[src/hw/lpddr2_refresh_pkg.sv]
// constants and types for the refresh scheduling host
// assumes a 100 MHz system clock and an eight-bank memory by default
package lpddr2_refresh_pkg;
  localparam int CLK_PERIOD_NS = 10;
  localparam int T_RFCAB_NS    = 130;
  localparam int T_RFCPB_NS    = 60;
  localparam int T_RRD_NS      = 10;
  localparam int T_REFI_NS     = 7800;
  localparam int T_REFW_MS     = 32;
  // least times round up, the average interval rounds down
  localparam int CYC_RFCAB     = (T_RFCAB_NS + CLK_PERIOD_NS - 1) / CLK_PERIOD_NS;
  localparam int CYC_RFCPB     = (T_RFCPB_NS + CLK_PERIOD_NS - 1) / CLK_PERIOD_NS;
  localparam int CYC_RRD       = (T_RRD_NS + CLK_PERIOD_NS - 1) / CLK_PERIOD_NS;
  localparam int CYC_REFI      = T_REFI_NS / CLK_PERIOD_NS;
  localparam int BURST_MAX     = 8;
  localparam int PB_PER_AB     = 8;
  localparam int CYC_REFBW     = 4 * 8 * CYC_RFCAB;
  localparam int CYC_REFW_DEF  = T_REFW_MS * 1000000 / CLK_PERIOD_NS;
  localparam int REQ_DEF       = 4096;
  localparam int CK_HALF_DEF   = 4;
  localparam int REF_SCOPE_BIT = 3;
  localparam logic [2:0] CA_REF = 3'h4;
  localparam logic [1:0] CA_ACT = 2'h2;
  localparam int ACT_BANK_LSB  = 7;
  localparam logic [2:0] MR4_TEMP_RATE_1X = 3'h3;

  typedef struct packed {
    logic       csN;
    logic [9:0] ca;
  } cmd_t;

  localparam cmd_t CMD_DESEL = '{csN: 1'b1, ca: 10'h3ff};

  typedef struct packed {
    logic       valid;
    logic [2:0] bank;
  } act_req_t;

  typedef enum {PAT_DIST, PAT_BURST, PAT_PAUSE} pattern_t;
endpackage : lpddr2_refresh_pkg
[src/hw/lpddr2_refresh_host.sv]
// refresh and activate scheduler driving the memory command pins
// assumes bankOpen and actReq come from logic on clk; the memory clock is made here
`timescale 1ns/1ns
// How it works
// - after all-bank refresh, wait its cycle time before any refresh or activate
// - after per-bank refresh, wait its cycle time before refreshes or same-bank activate
// - activate to another bank waits the activate-to-activate delay after per-bank refresh
// - per-bank refresh of an idle bank waits activate-to-activate delay after activate
// - activates to different banks are spaced by the activate-to-activate delay
// - all-bank refresh only with every bank idle; per-bank only to an idle bank
// - each refresh window must receive the required count of refreshes
// - eight per-bank refreshes count as one all-bank refresh
// - at most eight all-bank refreshes in any burst refresh window
// - self refresh time credits round-up of time over average interval
// - distributed pattern issues one refresh per average interval
// - switches out of the burst pattern are made right after a burst phase
// - never start distributed pattern directly after a pause phase
// - self refresh is safe only after burst phase or in distributed pattern
// - refresh: chip select low, bits 2..0 = 100, bit 3 selects scope
// - round-robin per-bank target counter, cleared by all-bank refresh
module lpddr2_refresh_host
  import lpddr2_refresh_pkg::*;
#(
  parameter int CYC_REFW    = CYC_REFW_DEF,
  parameter int REQ_REFRESH = REQ_DEF,
  parameter int NUM_BANKS   = 8,
  parameter int CK_HALF     = CK_HALF_DEF
) (
  input  wire logic       clk,
  input  wire logic       rst_n,
  input  wire act_req_t   actReq,
  input  wire logic [7:0] bankOpen,
  input  wire logic       perBankEn,
  input  wire logic       burstPattern,
  input  wire logic       selfRefresh,
  output logic            memCk,
  output cmd_t            cmd,
  output logic            actGrant,
  output logic [2:0]      pbTarget,
  output logic            srSafe,
  output logic            refreshShort
);
  logic [7:0]  divCnt_reg;
  logic [15:0] abWait_reg, pbWait_reg, rrdWait_reg, refiCnt_reg, srTick_reg;
  logic [15:0] burstT_reg [BURST_MAX];
  logic [31:0] winCnt_reg, unitCnt_reg, srCredit_reg;
  logic [3:0]  owed_reg;
  logic [2:0]  lastPb_reg;
  logic        srPrev_reg;
  pattern_t    state_reg;
  logic        slot, usePb, burstFree, refWant, abOk, pbOk, actOk, doAb, doPb, doAct;
  logic        refiTick, winEnd;
  logic [2:0]  freeIdx;
  logic [31:0] need;
  logic [15:0] refiLim;
  // per-bank scope only on eight-bank parts
  assign usePb   = perBankEn && (NUM_BANKS == 8);
  // commands change at the falling edge so the rising edge sees them settled
  assign slot    = memCk && (divCnt_reg == 8'(CK_HALF - 1));
  assign refiLim = usePb ? 16'(CYC_REFI / PB_PER_AB) : 16'(CYC_REFI);
  // switching to the shorter per-bank interval can leave the count past its limit
  assign refiTick = (refiCnt_reg >= refiLim - 16'h0001);
  assign winEnd  = (winCnt_reg == 32'(CYC_REFW - 1));
  // self refresh credit lowers the count still required
  assign need    = (srCredit_reg >= 32'(REQ_REFRESH)) ? 32'h0 : 32'(REQ_REFRESH) - srCredit_reg;
  // a free slot among the eight burst timers
  always_comb begin
    burstFree = 1'b0;
    freeIdx   = 3'h0;
    for (int i = BURST_MAX - 1; i >= 0; i--) begin
      if (burstT_reg[i] == 16'h0) begin
        burstFree = 1'b1;
        freeIdx   = 3'(i);
      end
    end
  end
  // each spacing timer gates the commands it governs
  always_comb begin
    refWant = !selfRefresh && ((state_reg == PAT_BURST && unitCnt_reg < need)
                               || (state_reg == PAT_DIST && owed_reg != 4'h0));
    // all banks idle and both refresh cycle times over
    abOk = abWait_reg == 16'h0 && pbWait_reg == 16'h0 && bankOpen == 8'h0 && burstFree;
    // target bank idle and activate spacing over
    pbOk = abWait_reg == 16'h0 && pbWait_reg == 16'h0 && rrdWait_reg == 16'h0
           && !bankOpen[pbTarget];
    // other bank waits activate spacing, same bank the per-bank cycle
    actOk = actReq.valid && !selfRefresh && abWait_reg == 16'h0 && rrdWait_reg == 16'h0
            && !(pbWait_reg != 16'h0 && actReq.bank == lastPb_reg);
    doAb  = slot && refWant && !usePb && abOk;
    doPb  = slot && refWant && usePb && pbOk;
    // burst phase owns the bus; distributed refresh yields only while blocked
    doAct = slot && actOk && !doAb && !doPb && !(refWant && state_reg == PAT_BURST);
  end

  always_ff @(posedge clk or negedge rst_n) begin
    if (!rst_n) begin
      divCnt_reg <= 8'h0;
      memCk      <= 1'b0;
    end else if (divCnt_reg == 8'(CK_HALF - 1)) begin
      divCnt_reg <= 8'h0;
      memCk      <= !memCk;
    end else begin
      divCnt_reg <= divCnt_reg + 8'h01;
    end
  end
  always_ff @(posedge clk or negedge rst_n) begin
    if (!rst_n) begin
      cmd      <= CMD_DESEL;
      actGrant <= 1'b0;
    end else begin
      actGrant <= doAct;
      if (doAb || doPb) begin
        cmd.csN              <= 1'b0;
        cmd.ca               <= 10'h3f0;
        cmd.ca[2:0]          <= CA_REF;
        cmd.ca[REF_SCOPE_BIT] <= doAb;
      end else if (doAct) begin
        cmd.csN     <= 1'b0;
        cmd.ca      <= {actReq.bank, 5'h00, 2'h0};
        cmd.ca[1:0] <= CA_ACT;
      end else if (slot) begin
        cmd <= CMD_DESEL;
      end
    end
  end

  always_ff @(posedge clk or negedge rst_n) begin
    if (!rst_n) begin
      abWait_reg  <= 16'h0;
      pbWait_reg  <= 16'h0;
      rrdWait_reg <= 16'h0;
      lastPb_reg  <= 3'h0;
    end else begin
      abWait_reg  <= doAb ? 16'(CYC_RFCAB - 1) : (abWait_reg != 16'h0 ? abWait_reg - 16'h0001 : 16'h0);
      pbWait_reg  <= doPb ? 16'(CYC_RFCPB - 1) : (pbWait_reg != 16'h0 ? pbWait_reg - 16'h0001 : 16'h0);
      rrdWait_reg <= (doPb || doAct) ? 16'(CYC_RRD - 1)
                     : (rrdWait_reg != 16'h0 ? rrdWait_reg - 16'h0001 : 16'h0);
      if (doPb) begin
        lastPb_reg <= pbTarget;
      end
    end
  end
  // one timer per all-bank refresh in the burst window
  always_ff @(posedge clk or negedge rst_n) begin
    if (!rst_n) begin
      for (int i = 0; i < BURST_MAX; i++) begin
        burstT_reg[i] <= 16'h0;
      end
    end else begin
      for (int i = 0; i < BURST_MAX; i++) begin
        if (doAb && freeIdx == 3'(i)) begin
          burstT_reg[i] <= 16'(CYC_REFBW - 1);
        end else if (burstT_reg[i] != 16'h0) begin
          burstT_reg[i] <= burstT_reg[i] - 16'h0001;
        end
      end
    end
  end
  // round-robin target, cleared by all-bank refresh
  always_ff @(posedge clk or negedge rst_n) begin
    if (!rst_n) begin
      pbTarget <= 3'h0;
    end else if (doAb) begin
      pbTarget <= 3'h0;
    end else if (doPb) begin
      pbTarget <= pbTarget + 3'h1;
    end
  end
  // distributed pattern owes one refresh per interval
  always_ff @(posedge clk or negedge rst_n) begin
    if (!rst_n) begin
      refiCnt_reg <= 16'h0;
      owed_reg    <= 4'h0;
    end else begin
      refiCnt_reg <= refiTick ? 16'h0 : refiCnt_reg + 16'h0001;
      if (state_reg != PAT_DIST) begin
        owed_reg <= 4'h0;
      end else if (refiTick && !(doAb || doPb) && owed_reg != 4'(PB_PER_AB)) begin
        owed_reg <= owed_reg + 4'h1;
      end else if (!refiTick && (doAb || doPb)) begin
        owed_reg <= owed_reg - 4'h1;
      end
    end
  end
  // window count in all-bank units; short window is sticky
  always_ff @(posedge clk or negedge rst_n) begin
    if (!rst_n) begin
      winCnt_reg   <= 32'h0;
      unitCnt_reg  <= 32'h0;
      refreshShort <= 1'b0;
    end else begin
      winCnt_reg <= winEnd ? 32'h0 : winCnt_reg + 32'h1;
      if (winEnd) begin
        unitCnt_reg <= 32'h0;
        if (unitCnt_reg < need) begin
          refreshShort <= 1'b1;
        end
      end else if (doAb || (doPb && pbTarget == 3'(PB_PER_AB - 1))) begin
        unitCnt_reg <= unitCnt_reg + 32'h1;
      end
    end
  end
  // credit one on entry and one per further interval, i.e. round-up
  always_ff @(posedge clk or negedge rst_n) begin
    if (!rst_n) begin
      srPrev_reg   <= 1'b0;
      srTick_reg   <= 16'h0;
      srCredit_reg <= 32'h0;
    end else begin
      srPrev_reg <= selfRefresh;
      srTick_reg <= (!selfRefresh || srTick_reg == 16'(CYC_REFI - 1)) ? 16'h0 : srTick_reg + 16'h0001;
      if (winEnd) begin
        srCredit_reg <= 32'h0;
      end else if (selfRefresh && (!srPrev_reg || srTick_reg == 16'(CYC_REFI - 1))) begin
        srCredit_reg <= srCredit_reg + 32'h1;
      end
    end
  end
  // leaves burst only at the end of a burst; distributed enters burst at once; pause always resumes in burst
  always_ff @(posedge clk or negedge rst_n) begin
    if (!rst_n) begin
      state_reg <= PAT_DIST;
    end else begin
      unique case (state_reg)
        PAT_DIST:  if (burstPattern) state_reg <= PAT_BURST;
        PAT_BURST: if (unitCnt_reg >= need) state_reg <= burstPattern ? PAT_PAUSE : PAT_DIST;
        PAT_PAUSE: if (winEnd) state_reg <= PAT_BURST;
      endcase
    end
  end
  // self refresh safe in distributed pattern or right after a burst
  always_ff @(posedge clk or negedge rst_n) begin
    if (!rst_n) begin
      srSafe <= 1'b1;
    end else begin
      srSafe <= state_reg != PAT_BURST;
    end
  end
  // helper counters of cycles since each command, for the checks below
  logic [15:0] sinceAb, sincePb, sinceAct;
  always_ff @(posedge clk or negedge rst_n) begin
    if (!rst_n) begin
      sinceAb  <= 16'hffff;
      sincePb  <= 16'hffff;
      sinceAct <= 16'hffff;
    end else begin
      sinceAb  <= doAb ? 16'h0 : (sinceAb == 16'hffff ? sinceAb : sinceAb + 16'h0001);
      sincePb  <= doPb ? 16'h0 : (sincePb == 16'hffff ? sincePb : sincePb + 16'h0001);
      sinceAct <= doAct ? 16'h0 : (sinceAct == 16'hffff ? sinceAct : sinceAct + 16'h0001);
    end
  end
  a_ab_spacing: assert property (@(posedge clk) disable iff (!rst_n)
    (doAb || doPb || doAct) |-> sinceAb >= 16'(CYC_RFCAB - 1))
    else $error("command inside all-bank refresh cycle time");
  a_pb_spacing: assert property (@(posedge clk) disable iff (!rst_n)
    (doAb || doPb || (doAct && actReq.bank == lastPb_reg)) |-> sincePb >= 16'(CYC_RFCPB - 1))
    else $error("command inside per-bank refresh cycle time");
  a_act_after_pb: assert property (@(posedge clk) disable iff (!rst_n)
    doAct |-> sincePb >= 16'(CYC_RRD - 1))
    else $error("activate too soon after per-bank refresh");
  a_pb_after_act: assert property (@(posedge clk) disable iff (!rst_n)
    doPb |-> sinceAct >= 16'(CYC_RRD - 1))
    else $error("per-bank refresh too soon after activate");
  a_act_spacing: assert property (@(posedge clk) disable iff (!rst_n)
    doAct |=> !doAct [*2])
    else $error("activates too close");
  a_idle_banks: assert property (@(posedge clk) disable iff (!rst_n)
    (doAb |-> bankOpen == 8'h0) and (doPb |-> !bankOpen[pbTarget]))
    else $error("refresh to a bank with an open row");
  a_ref_encoding: assert property (@(posedge clk) disable iff (!rst_n)
    (doAb || doPb) |=> !cmd.csN && cmd.ca[2:0] == CA_REF && cmd.ca[REF_SCOPE_BIT] == $past(doAb))
    else $error("refresh encoding wrong");
  a_pb_only_8: assert property (@(posedge clk) disable iff (!rst_n)
    doPb |-> usePb)
    else $error("per-bank refresh on a four-bank part");
  a_target_clear: assert property (@(posedge clk) disable iff (!rst_n)
    doAb |=> pbTarget == 3'h0)
    else $error("all-bank refresh did not clear target");
  a_target_step: assert property (@(posedge clk) disable iff (!rst_n)
    doPb |=> pbTarget == $past(pbTarget) + 3'h1)
    else $error("per-bank target did not advance");
  a_no_pause_dist: assert property (@(posedge clk) disable iff (!rst_n)
    state_reg == PAT_PAUSE |=> state_reg != PAT_DIST)
    else $error("distributed pattern entered from pause");
  a_burst_free: assert property (@(posedge clk) disable iff (!rst_n)
    doAb |-> burstT_reg[freeIdx] == 16'h0)
    else $error("ninth all-bank refresh in burst window");
  c_all_bank: cover property (@(posedge clk) disable iff (!rst_n) doAb);
  c_per_bank_wrap: cover property (@(posedge clk) disable iff (!rst_n) doPb && pbTarget == 3'h7);
  c_activate: cover property (@(posedge clk) disable iff (!rst_n) doAct);
  c_burst_pause: cover property (@(posedge clk) disable iff (!rst_n)
    state_reg == PAT_BURST ##1 state_reg == PAT_PAUSE);
endmodule : lpddr2_refresh_host

[config.mk]
export PLATFORM = sky130hd
export DESIGN_NAME = lpddr2_refresh_host
export DESIGN_NICKNAME = d
export VERILOG_FILES = /design/src/hw/lpddr2_refresh_pkg.sv /design/src/hw/lpddr2_refresh_host.sv
export SDC_FILE = /design/constraint.sdc
export NUM_CORES = 1
export LEC_CHECK = 0
export BUFFER_PORTS_ARGS = -buffer_cell sky130_fd_sc_hd__buf_2
export CORE_MARGIN = 1
export CORE_UTILIZATION = 40
export DETAILED_ROUTE_END_ITERATION = 7
export PLACE_DENSITY = 0.55
export SKIP_CTS_REPAIR_TIMING = 1
export SLEW_MARGIN = 20
export SYNTH_ARGS = -nofsm -noshare
export SYNTH_HDL_FRONTEND = slang
export SYNTH_SLANG_ARGS = --single-unit
[constraint.sdc]
create_clock -name clk -period 5.5 [get_ports clk]
set_clock_uncertainty 0.1 [all_clocks]
set_input_delay 1.375 -clock clk [delete_from_list [all_inputs] [get_ports clk]]
set_output_delay 1.375 -clock clk [all_outputs]
set_load 0.005 [all_outputs]
==> results.md <==
- Clock Tree Root: clkbuf_16
- Register area: 0.008418 sq mm
- DRT Pass-1 Iters: 5
- GRT overflow: 0
- Vias in the first global route: 12670
- Area growth from synthesis to layout: 13.64%
- Via count: 12810
- Multi-input logic area: 0.008645 sq mm
- Total track usage: 0.1665
- Mapped Cells: 1793
- Max frequency: 205.8 MHz
- Final Instance Count excl. Fillers: 2475
- Port-buffer cells: 34
- Fin crit period: 4.860 ns
- Vias per inst: 5.174
- CTS tree: done
- Critical path's slowest cell: or4_1
- Yosys cell types: 71
- Post-route cell area: 0.01971 sq mm
- Setup ws final: 0.6402 ns
- RePlAce Congestion: 0.7777
- Outcome: completed
- Clock transition at path regs: 0.06 ns
- MaxCap Viol Count: 0
- Mean Syn Cell Area: 9.672 sq um
- Synth top cells by count: 328 x dfrtp_1, 217 x nand2_1, 203 x nor2_1
- CTS H-tree depth: 2
- Fill count: 4020
- Pre-CTS WS: 0.6247 ns
- Chip height: 210.2 um
- Synth top area share: 0.4733
- # rows: 75
- Die ar.: 0.04419 sq mm
- CP cell instances: or4_1 > nor3_1 > nand2_1 > nor3_1 > xnor2_1 > nand2_1 > ha_1 > nand4_1 > a311oi_1 > a211o_1 > o31a_1 > o32ai_2 > buf_4 > o21ai_2 > nand2_1 > ha_1 > a21o_1 > a21oi_1 > inv_1 > nand2_1 > mux2i_1 > o2bb2ai_1
- # IOs: 35
- Crit path kind: register to register
- Number of flops mapped to enable cells by yosys: 0
- Arrival time worst endpoint: 5.20 ns
- Tightest hold margin: 0.3476 ns
- Final setup vio count: 0
- Part of the cycle the worst path needs: 0.8836
- Cell taking the most area after synthesis: dfrtp_1
- DR WL/cell: 14.28 um
- # diodes: 0
- Antenna Violating Nets Remaining: 0
- Slew Limit Headroom: 0.3209
- Number of flip-flops in the largest register: 128
- Total wire length: 35330 um
- PD cells: 296.1 mW/mm^2
- Worst Setup End Kind: register
- Tightest Pin Transition: 1.019 ns
- Core Util, Final: 0.4657
- Initial Utilization: 0.4098
- Sequential cell area fraction in the yosys report: 0.4854
- Clock Latency Late Sink: 0.56 ns
- Dpl cell area: 0.01831 sq mm
- Worst ir drop on vdd: 0.2249 mV
- Core area: 0.04232 sq mm
- Total design power: 5.836 mW
- Required time of the critical path: 5.84 ns
- Setup tns final: 0 ns
- Ys flop type: dfrtp_1
- Async set-reset flop share out of synthesis: 1.000
- Largest cells by area after synthesis: dfrtp_1 47%, xor2_1 5.3%, xnor2_1 5.1%
- Num CTS Buffers: 40
- Clk sinks: 336
- Crit path launch type: register
- RSZ-0062 raised after global routing: no
- Final HPWL DP: 24210 um
- CP Max Fanout: 10
- Final hold vios: 0
- 1st-iter DRT viols: 625
- Most common cell in the netlist: dfrtp_1
- Initial antenna violation count: 0
- Fin nets: 1948
- Final Max Tran Viols: 0
- Share of cells above drive strength 1: 0.08799
- Drt drc: 0
- Die width: 210.2 um
- Largest net degree at the start of global routing: 99
- Most frequent CP cell: nand2_1
- Placed cell count: 2403
- Flops & latches, synth: 336
- First-pass GRT wire length: 61440 um
- R2R setup slack: 0.64 ns
- Synth Warn #: 0
- Static leakage: 9.079 nW
- Clk buf depth: 3
- Crit-path max cell delay: 0.60 ns
- Cell Area, Synth: 0.01734 sq mm
- Hold Path Class: register to register
-- cell families (layout without fill, tap and decap cells) --
group | Yosys count | count (layout) | synth area share
and+or+nand+nor | 864 | 864 | 0.2494
muxes | 33 | 33 | 0.02201
DFF | 336 | 336 | 0.4854
adders and majority gates | 63 | 63 | 0.04589
AOI/OAI and AO/OA | 198 | 198 | 0.07237
xor gates and xnor gates | 205 | 205 | 0.1035
buffers and inverters | 92 | 175 | 0.02092
other | 2 | 24 | 0.0004331
-- cells in the final DEF (no fill, tap or decap), types with 59 or more instances in the layout --
cell	n
dfrtp_1	328
nand2_1	217
nor2_1	203
xor2_1	105
xnor2_1	100
nand3_1	90
o21ai_0	65
a21oi_1	63
ha_1	62
nor3_1	59
-- layout make-up --
class / instances / share of cell area
Multi-Input combinational cell: 1387 / 0.4386
Timing Repair Buffer: 51 / 0.01689
Clock inverter: 10 / 0.007047
Inverter: 52 / 0.009904
Sequential cell: 336 / 0.4271
Clock buffer: 62 / 0.06374
Tap cell: 577 / 0.03663
-- where the power goes --
group | switching [mW] | internal, mW
clock network | 1.05 | 1.71
registers | 0.0927 | 2.56
logic | 0.248 | 0.177
-- final timing paths --
| check | startpoint | end | cells after the start |
|---|---|---|---|
| min reg2reg | divCnt_reg[0] | divCnt_reg[0] | 1 |
| max in group asynchronous | rst_n | srTick_reg[9] | 2 |
| max | srCredit_reg[5] | owed_reg[3] | 22 |
| max reg2reg | srCredit_reg[5] | owed_reg[3] | 22 |
| min | divCnt_reg[0] | divCnt_reg[0] | 1 |
| min in group asynchronous | rst_n | burstT_reg[22] | 1 |
-- critical path, delay by kind of cell (launching register included) --
family / cells / cell delay (ns)
mux: 1 / 0.07
fa+ha+maj: 2 / 0.52
flops: 1 / 0.43
xor+xnor: 1 / 0.15
compound gates: 8 / 1.58
simple gates: 8 / 1.61
buf+inv: 2 / 0.28
-- per-layer routing --
layer  vias to the layer above  track usage  share of wire
li1                       6415            -              -
met1                      6219       0.2273           0.49
met2                       123       0.2702           0.46
met3                        49      0.02622          0.029
met4                         0      0.05487          0.021
met5                         -            0              0
No activity file was read; power rests on OpenSTA's default activity.
